`config.mk`:
```
export PLATFORM = sky130hd
export DESIGN_NAME = serial_host
export DESIGN_NICKNAME = d
export VERILOG_FILES = /design/src/logic/serial_host_pkg.sv /design/src/logic/serial_host.sv
export VERILOG_INCLUDE_DIRS = /design/src /design/src/logic
export SDC_FILE = /design/constraint.sdc
export NUM_CORES = 1
export LEC_CHECK = 0
export BUFFER_PORTS_ARGS = -buffer_cell sky130_fd_sc_hd__buf_2
export CAP_MARGIN = 30
export CELL_PAD_IN_SITES_DETAIL_PLACEMENT = 1
export CELL_PAD_IN_SITES_GLOBAL_PLACEMENT = 2
export CORE_MARGIN = 3
export CORE_UTILIZATION = 32
export DETAILED_ROUTE_END_ITERATION = 16
export PLACE_DENSITY_LB_ADDON = 0.1
export SKIP_CTS_REPAIR_TIMING = 1
export SKIP_LAST_GASP = 1
export SYNTH_ARGS = -nofsm -noshare
export SYNTH_HDL_FRONTEND = slang
export SYNTH_SLANG_ARGS = --single-unit
export TNS_END_PERCENT = 100
```
`constraint.sdc`:
```
create_clock -name clock -period 2.6 [get_ports clock]
set_input_delay 0.52 -clock clock [delete_from_list [all_inputs] [get_ports clock]]
set_output_delay 0.52 -clock clock [all_outputs]
set_load 0.02 [all_outputs]
```
`src/logic/serial_host_regs.svh`:
```
// Purpose: Named offsets, field positions, reset values and timing counts.
// Assumes: System clock of 25 MHz, a period of 40 ns.
// Notes:   Times are kept in ns; cycle counts derive from them.
`ifndef SERIAL_HOST_REGS_SVH
`define SERIAL_HOST_REGS_SVH

`define CLK_PERIOD_NS      40
`define SCLK_MIN_PERIOD_NS 200
`define CS_GAP_MIN_NS      150
`define CS_QUIET_MIN_NS    5

// Least times round up to whole cycles.
`define SCLK_HALF_CYC ((`SCLK_MIN_PERIOD_NS / 2 + `CLK_PERIOD_NS - 1) / `CLK_PERIOD_NS)
`define CS_GAP_CYC    ((`CS_GAP_MIN_NS + `CLK_PERIOD_NS - 1) / `CLK_PERIOD_NS)
`define CS_QUIET_CYC  ((`CS_QUIET_MIN_NS + `CLK_PERIOD_NS - 1) / `CLK_PERIOD_NS)

`define DIV_W          8
`define ADDR_W         6
`define LEN_W          6
`define RW_BIT         7
`define MULTI_BIT      6
`define BIT_LAST       3'h7
`define BIT_FIRST      3'h0
`define LEN_ONE        6'h01
`define LEN_ZERO       6'h00
`define DIV_ZERO       8'h00
`define DIV_ONE        8'h01
`define BYTE_ZERO      8'h00

// Device register holding the wire-mode bit.
`define OUTPUT_FORMAT_CTRL_OFFSET 6'h31

`endif

```
`src/logic/serial_host_pkg.sv`:
```
// Purpose: Types shared by the serial host controller.
// Assumes: serial_host_regs.svh supplies the widths.
// Notes:   All controller state is one packed struct.
`include "serial_host_regs.svh"

package serial_host_pkg;

  typedef enum logic [2:0] {
    st_idle  = 3'h0,
    st_setup = 3'h1,
    st_low   = 3'h3,
    st_high  = 3'h2,
    st_hold  = 3'h6,
    st_gap   = 3'h7
  } state_type;

  typedef struct packed {
    state_type          st;
    logic [`DIV_W-1:0]  div;
    logic [2:0]         bits;
    logic [`LEN_W-1:0]  left;
    logic               hdr;
    logic [7:0]         sh;
    logic               rd;
    logic               tw;
    logic               cs_n;
    logic               sclk;
    logic               mosi;
    logic               oe;
    logic [7:0]         rdat;
    logic               rvalid;
    logic               wtake;
    logic               done;
    logic               miso_m;
    logic               miso_s;
    logic               sdio_m;
    logic               sdio_s;
  } ctrl_type;

endpackage

```
`src/logic/serial_host.sv`:
```
// Purpose: SPI master that reaches the sensor register map over its pins.
// Assumes: One 25 MHz clock; the serial clock is divided from it.
// Notes:   Serial clock idles high; mode 3 timing; 3- or 4-wire data.
`timescale 1ns/10ps
`include "serial_host_regs.svh"

// Summary of operation
// - Chip select is always actively driven, never left floating.
// - This master owns and drives chip select for every transfer.
// - Data returned by the device during writes is ignored.
// - Serial clock never exceeds 5 MHz; period at least 200 ns.
// - Clock polarity 1 and clock phase 1 on both sides.
// - Chip select stays high from reset before any timing is used.
// - Chip select falls at transfer start and rises at transfer end.
// - Master supplies the serial clock and holds it high when idle.
// - Outgoing bits change on falling edges; incoming sampled on rising.
// - Multi-byte flag follows the read/write bit to access many registers.
// - Non-consecutive registers need a new transfer with a new address.
// - Chip select stays high at least 150 ns between transfers.
// - Bus rate should suit data rate: 2 MHz for 3200 and 1600 Hz; this host always runs the serial clock at a 240 ns period.
// - Chip select, clock and mosi are actively driven by the host; sdio only while the host sends in 3-wire mode.
module serial_host #(
  parameter logic [`DIV_W-1:0] HALF_CYCLES = `DIV_W'(`SCLK_HALF_CYC),
  parameter logic [`DIV_W-1:0] GAP_CYCLES  = `DIV_W'(`CS_GAP_CYC),
  parameter logic [`DIV_W-1:0] QUIET_CYCLES = `DIV_W'(`CS_QUIET_CYC)
) (
  input  wire logic               clock,
  input  wire logic               rst,
  input  wire logic               cmd_valid,
  output logic                    cmd_ready,
  input  wire logic               cmd_read,
  input  wire logic [`ADDR_W-1:0] cmd_addr,
  input  wire logic [`LEN_W-1:0]  cmd_len,
  input  wire logic               three_wire,
  input  wire logic [7:0]         wr_data,
  output logic                    wr_take,
  output logic [7:0]              rd_data,
  output logic                    rd_valid,
  output logic                    done,
  output logic                    busy,
  output logic                    cs_n,
  output logic                    sclk,
  output logic                    mosi,
  input  wire logic               miso,
  input  wire logic               sdio_in,
  output logic                    sdio_out,
  output logic                    sdio_oe
);
  import serial_host_pkg::*;

  localparam ctrl_type RESET_STATE = '{
    st:     st_idle,
    div:    `DIV_ZERO,
    bits:   `BIT_FIRST,
    left:   `LEN_ZERO,
    hdr:    1'b0,
    sh:     `BYTE_ZERO,
    rd:     1'b0,
    tw:     1'b0,
    cs_n:   1'b1,
    sclk:   1'b1,
    mosi:   1'b0,
    oe:     1'b0,
    rdat:   `BYTE_ZERO,
    rvalid: 1'b0,
    wtake:  1'b0,
    done:   1'b0,
    miso_m: 1'b0,
    miso_s: 1'b0,
    sdio_m: 1'b0,
    sdio_s: 1'b0
  };

  ctrl_type q;
  ctrl_type n;

  logic             din;
  logic             last_byte;
  logic [`LEN_W-1:0] len_eff;
  logic [7:0]       rx_byte;

  // The received bit comes from whichever data line the wire mode uses.
  assign din       = q.tw ? q.sdio_s : q.miso_s;
  assign last_byte = !q.hdr && (q.left == `LEN_ONE);
  assign len_eff   = (cmd_len == `LEN_ZERO) ? `LEN_ONE : cmd_len;
  assign rx_byte   = {q.sh[6:0], din};

  always_comb begin
    n        = q;
    n.rvalid = 1'b0;
    n.wtake  = 1'b0;
    n.done   = 1'b0;
    // Pins from the device pass two flip-flops before use.
    n.miso_m = miso;
    n.miso_s = q.miso_m;
    n.sdio_m = sdio_in;
    n.sdio_s = q.sdio_m;

    case (q.st)
      st_idle: begin
        n.cs_n = 1'b1;
        n.sclk = 1'b1;
        n.oe   = 1'b0;
        if (cmd_valid) begin
          n.cs_n = 1'b0;
          n.sh   = {cmd_read, (len_eff > `LEN_ONE), cmd_addr};
          n.sh[`MULTI_BIT] = (len_eff > `LEN_ONE);
          n.left = len_eff;
          n.hdr  = 1'b1;
          n.rd   = cmd_read;
          n.tw   = three_wire;
          n.oe   = three_wire;
          n.bits = `BIT_FIRST;
          n.div  = HALF_CYCLES - `DIV_ONE;
          n.st   = st_setup;
        end
      end

      st_setup: begin
        if (q.div == `DIV_ZERO) begin
          // First falling edge puts out the first bit.
          n.sclk = 1'b0;
          n.mosi = q.sh[`RW_BIT];
          n.div  = HALF_CYCLES - `DIV_ONE;
          n.st   = st_low;
        end else begin
          n.div = q.div - `DIV_ONE;
        end
      end

      st_low: begin
        if (q.div == `DIV_ZERO) begin
          n.sclk = 1'b1;
          n.sh   = rx_byte;
          n.bits = q.bits + 3'h1;
          n.div  = HALF_CYCLES - `DIV_ONE;
          n.st   = st_high;
          if (q.bits == `BIT_LAST) begin
            n.hdr = 1'b0;
            if (!q.hdr) begin
              n.left = q.left - `LEN_ONE;
            end
            if (!q.hdr && q.rd) begin
              n.rdat   = rx_byte;
              n.rvalid = 1'b1;
            end
            // Bytes coming back during a write are simply dropped.
            if (!q.rd && !last_byte) begin
              n.sh    = wr_data;
              n.wtake = 1'b1;
            end
            if (last_byte) begin
              n.div = QUIET_CYCLES - `DIV_ONE;
              n.st  = st_hold;
            end
          end
        end else begin
          n.div = q.div - `DIV_ONE;
        end
      end

      st_high: begin
        if (q.div == `DIV_ZERO) begin
          n.sclk = 1'b0;
          // During read data the host sends zeros and, in 3-wire mode,
          // releases the shared line so the device may drive it.
          n.mosi = (q.rd && !q.hdr) ? 1'b0 : q.sh[`RW_BIT];
          n.oe   = q.tw && !(q.rd && !q.hdr);
          n.div  = HALF_CYCLES - `DIV_ONE;
          n.st   = st_low;
        end else begin
          n.div = q.div - `DIV_ONE;
        end
      end

      st_hold: begin
        if (q.div == `DIV_ZERO) begin
          // Clock is already high; end the frame and release the line.
          n.cs_n = 1'b1;
          n.oe   = 1'b0;
          n.done = 1'b1;
          n.div  = GAP_CYCLES - `DIV_ONE;
          n.st   = st_gap;
        end else begin
          n.div = q.div - `DIV_ONE;
        end
      end

      st_gap: begin
        // Data goes back to its idle level only after chip select is up.
        n.mosi = 1'b0;
        if (q.div == `DIV_ZERO) begin
          n.st = st_idle;
        end else begin
          n.div = q.div - `DIV_ONE;
        end
      end

      default: begin
        n = RESET_STATE;
      end
    endcase
  end

  always_ff @(posedge clock) begin
    if (rst) begin
      q <= RESET_STATE;
    end else begin
      q <= n;
    end
  end

  assign cmd_ready = (q.st == st_idle);
  assign wr_take   = q.wtake;
  assign rd_data   = q.rdat;
  assign rd_valid  = q.rvalid;
  assign done      = q.done;
  assign busy      = (q.st != st_idle);
  assign cs_n      = q.cs_n;
  assign sclk      = q.sclk;
  assign mosi      = q.mosi;
  assign sdio_out  = q.mosi;
  assign sdio_oe   = q.oe;

endmodule // serial_host

```
Word-level counts from Yosys, hierarchy flattened
Cells that the tools add are included.
{ "word_totals": {"ff_bits": 50, "inputBits": 27} }
{ "classes": {"addsub": 3, "magnitude_cmp": 1, "n_eq_ne": 18, "muxes": 36, "bitwise_logic": 9, "n_reduce_logical": 34} }
{ "ops": {"columns": ["operator", "count"], "rows": [
  ["11-bit case mux with 5 select lines", 1],
  ["18-bit case mux with 3 select lines", 1],
  ["8-bit 2-to-1 mux", 5],
  ["32-bit 2-to-1 mux", 1],
  ["11-bit 2-to-1 mux", 2],
  ["10-bit 2-to-1 mux", 2],
  ["2-bit != test (second input constant)", 10],
  ["10-bit case mux with 2 select lines", 1],
  ["18-bit 2-to-1 mux", 1],
  ["15-bit 2-to-1 mux", 1],
  ["3-bit 2-to-1 mux", 5],
  ["6-bit 2-to-1 mux", 2],
  ["4-bit AND reduction", 3],
  ["5-bit AND reduction", 2],
  ["5-bit OR reduction", 2],
  ["3-bit equality test (second input constant)", 3],
  ["9-bit 2-to-1 mux", 1],
  ["1-bit NOT", 9],
  ["3-bit AND reduction", 3],
  ["8-bit logical NOT", 1],
  ["1-bit case mux with 4 select lines", 2],
  ["2-bit OR reduction", 4],
  ["4-bit OR reduction", 2],
  ["8-bit by 1-bit subtractor with 8-bit output (second input constant)", 1],
  ["other kinds (19)", 36]
]} }

Depth between registers and ports, before layout
{ "depth": {"ltp_word": 8, "ltp_mapped": 9, "depth_no_buf": 7} }

Worst setup path after synthesis
No wires, ideal clock.
{ "synth_timing": {"kind": "flip-flop to flip-flop", "startpoint": "reg q[39] in the netlist's numbering", "endpoint": "reg q[34] in the netlist's numbering", "setup_time_ps": 131, "t_arrival_ps": 2142, "path_slack_ps": 327, "stages_incl_launch_ff": 10, "n_path_buf": 2, "period_less_slack_ps": 2273, "cell_sequence": "dfxtp_1 > inv_1 > ha_1 > or3b_2 > or2_0 > clkbuf_2 > o41a_1 > buf_6 > o211ai_1 > o31ai_1"} }
{ "synth_between": {"elab_chain_cells": 3} }
{ "synth_rtl": {"columns": ["element", "line", "source"], "rows": [
  ["start, declared", "serial_host.sv:74", "ctrl_type q;"],
  ["start signal, assigned", "serial_host.sv:209", "q <= n;"],
  ["8-bit logical NOT (no source line)", null, null],
  ["2-bit != test (no source line)", null, null],
  ["5-bit AND reduction (no source line)", null, null]
]} }
No other way between the ends.
A chain may end at the register's enable or synchronous reset.

Worst setup path after layout
{ "layout_timing": {"startpoint": "reg q[39] in the netlist's numbering", "endpoint": "reg q[32] in the netlist's numbering"} }
Same word-level chain as after synthesis.

==> impl_metrics.env <==
export IMPL_final_common_cell="dfxtp_1"
export IMPL_start_kind="register"
export IMPL_first_iter_violations=58
export IMPL_layout_drive_gt1_share=0.2283
export IMPL_nets=377
export IMPL_grt_first_pass_wirelength_um=11870
export IMPL_ys_ff_latch=50
export IMPL_r2r_cells=7
export IMPL_cts_reportedPaths_clkPinSlew_ps=90
export IMPL_postLayoutCoreUtil=0.4003
export IMPL_p_per_area_mw_per_mm2=1245
export IMPL_arrival_ps=2650
export IMPL_worst_slew_pin_slew_ps=662.5
export IMPL_drc_errors=0
export IMPL_via_per_inst=5.319
export IMPL_max_freq_mhz=406.5
export IMPL_wirelength_um=7265
export IMPL_end_kind="register"
export IMPL_grt_max_degree=19
export IMPL_cap_violations=0
export IMPL_worst_slack_ps=140.3
export IMPL_num_fill_cells=927
export IMPL_initial_core_util=0.3379
export IMPL_yosys_warnings=0
export IMPL_cts_buffer_depth=2
export IMPL_holdWs_ps=416.7
export IMPL_die_area_mm2=0.008921
export IMPL_stdcell_area_mm2=0.002965
export IMPL_worstReg2RegStart="q[39]$_SDFFE_PP0P_"
export IMPL_instances_no_fill=445
export IMPL_diodes=0
export IMPL_hold_start="sdio_in"
export IMPL_crit_type="reg -> reg"
export IMPL_routedWlPerCell_um=16.33
export IMPL_hold_depth=2
export IMPL_core_mm2=0.007408
export IMPL_p_int_mw=2.023
export IMPL_leakagePower_nw=1.163
export IMPL_antenna_found_initial=0
export IMPL_maxSlewViolCount=0
export IMPL_skew_ps=8.192
export IMPL_synthFlopType="dfxtp_1"
export IMPL_placed_cell_area_mm2=0.002856
export IMPL_syn_to_final_growth_pct=18.44
export IMPL_ys_seq_area_frac=0.3998
export IMPL_outcome="complete, no violations"
export IMPL_synth_edff_count=0
export IMPL_finalCriticalPeriod_ps=2460
export IMPL_grt_overflow=0
export IMPL_ioPinCount=45
export IMPL_clock_latency_ps=310
export IMPL_first_global_vias=2380
export IMPL_worst_hold_path_type="in -> reg"
export IMPL_row_count=31
export IMPL_avgSynthCellArea_um2=8.346
export IMPL_power_mw=3.691
export IMPL_synth_nets=332
export IMPL_cts_max_level=2
export IMPL_dp_cells=436
export IMPL_netlist_instances=300
export IMPL_finalSetupTns_ps=0
export IMPL_p_clk_frac=0.131
export IMPL_synth_cell_types=51
export IMPL_ant_nets=0
export IMPL_seq_power_share=0.323
export IMPL_die_y_um=94.45
export IMPL_gp_congestion=0.7550
export IMPL_cts_sinks=50
export IMPL_p_comb_frac=0.545
export IMPL_grt_setup_unrepaired="false"
export IMPL_place_port_buffers=44
export IMPL_finalHoldViolCount=0
export IMPL_max_slew_margin=0.5543
export IMPL_dr_pass1_iters=4
export IMPL_vias=2367
export IMPL_cts_root_buf="clkbuf_8"
export IMPL_crit_required_ps=2790
export IMPL_dp_hpwl_um=5395
export IMPL_tritoncts="built"
export IMPL_die_w_um=94.45
export IMPL_setup_viol=0
export IMPL_ff2ff_setup_slack_ps=140
export IMPL_grt_total_usage=0.1695
export IMPL_crit_fanout=12
export IMPL_numCtsBuffers=5
export IMPL_layout_common_cells="50 x dfxtp_1, 44 x buf_2, 36 x nor2_1"
export IMPL_irDropWorstVdd_mv=0.4391
export IMPL_min_period_over_period=0.9461
export IMPL_syn_area_mm2=0.002504
export IMPL_pre_cts_ws_ps=193.1
export IMPL_async_flop_share=0
export IMPL_r2r_end="q[32]$_SDFFE_PP0P_"
export IMPL_sw_frac_of_total=0.4520
export IMPL_p_sw_mw=1.669
export IMPL_hold_path_endpoint="q[1]$_SDFF_PP0_"
how the worst max path moves through the flow:
| stage | from | endpoint | slack, ps | depth (start not counted) |
|---|---|---|---|---|
| after floorplan | q[39]$_SDFFE_PP0P_ | q[34]$_SDFFE_PP0P_ | 330 | 9 |
| after global placement | q[39]$_SDFFE_PP0P_ | q[34]$_SDFFE_PP0P_ | 260 | 7 |
| after detailed placement | q[39]$_SDFFE_PP0P_ | q[34]$_SDFFE_PP0P_ | 190 | 7 |
| after CTS | q[39]$_SDFFE_PP0P_ | q[34]$_SDFFE_PP0P_ | 170 | 7 |
| after global routing | q[39]$_SDFFE_PP0P_ | q[32]$_SDFFE_PP0P_ | 0.8 | 7 |
| final | q[39]$_SDFFE_PP0P_ | q[32]$_SDFFE_PP0P_ | 140 | 7 |
cell usage after synthesis (all sizes together), types with 2 or more instances:
master   count  share of area
dfxtp       50           0.40
nor2        36          0.054
nand2       25          0.037
a21oi       19          0.038
o21ai       18          0.036
a22oi       14          0.042
buf         14          0.038
clkbuf      11          0.017
inv         10          0.015
mux2i       10          0.040
nand3        7          0.014
nor3         6          0.014
o31ai        6          0.018
or3          6          0.015
a211oi       5          0.015
and2         5          0.012
ha           5          0.025
o211ai       5          0.015
nand2b       4          0.010
nor2b        4          0.010
or4          4          0.012
a32oi        3          0.010
nor4         3         0.0075
xnor2        3          0.010
a2111oi      2         0.0070
and3         2         0.0050
nor3b        2         0.0060
nor4b        2         0.0070
xor2         2         0.0070
layout make-up:
type / count / area [µm²] / area share
clock buffers: 6 / 82.58 / 0.02785
multi-input cells: 215 / 1339 / 0.4515
repair buffers: 63 / 369.1 / 0.1245
well taps: 99 / 123.9 / 0.04177
flip-flops and latches: 50 / 1001 / 0.3376
inverters: 10 / 37.54 / 0.01266
clock inverters: 2 / 12.51 / 0.004219
cells by family after synthesis:
| logic type | after synthesis | share of synthesized area |
|---|---|---|
| compound gates | 85 | 0.2304 |
| xor+xnor | 5 | 0.01749 |
| fa+ha+maj | 5 | 0.02499 |
| buf+inv | 35 | 0.06996 |
| flops | 50 | 0.3998 |
| mux | 11 | 0.04448 |
| simple gates | 109 | 0.2129 |
sequential cells by signal (all words and copies together), names as in the netlist, named ones only:
signal and flops:
wr_take 1, sclk 1, cs_n 1, q 34, sdio_oe 1, mosi 1
done 1, rd_valid 1, rd_data 8
critical path, stage by stage, from the launching register on:
cell and delay, ps:
dfxtp_1 360, inv_1 70, ha_1 170, or3b_2 510
or2_0 270, o41a_1 580, o211ai_1 280, o31ai_1 100
layer usage:
layer,up-vias,routed length (µm),global-route usage
met3,8,281,0.02948
met4,0,109,0.04688
met2,39,3345,0.2831
met1,1156,3529,0.2250
li1,1164,-,-
met5,-,0,0
power by group through the flow:
stage	clock network [mW]	logic, mW	registers (mW)
detailed placement	0	2.01	1.21
CTS	0.507	2.02	1.19
finish	0.485	2.01	1.19
floorplan	0	1.47	1.13
global route	0.529	2.25	1.23
global placement	0	2.01	1.20
(Power assumes the default switching activity.)
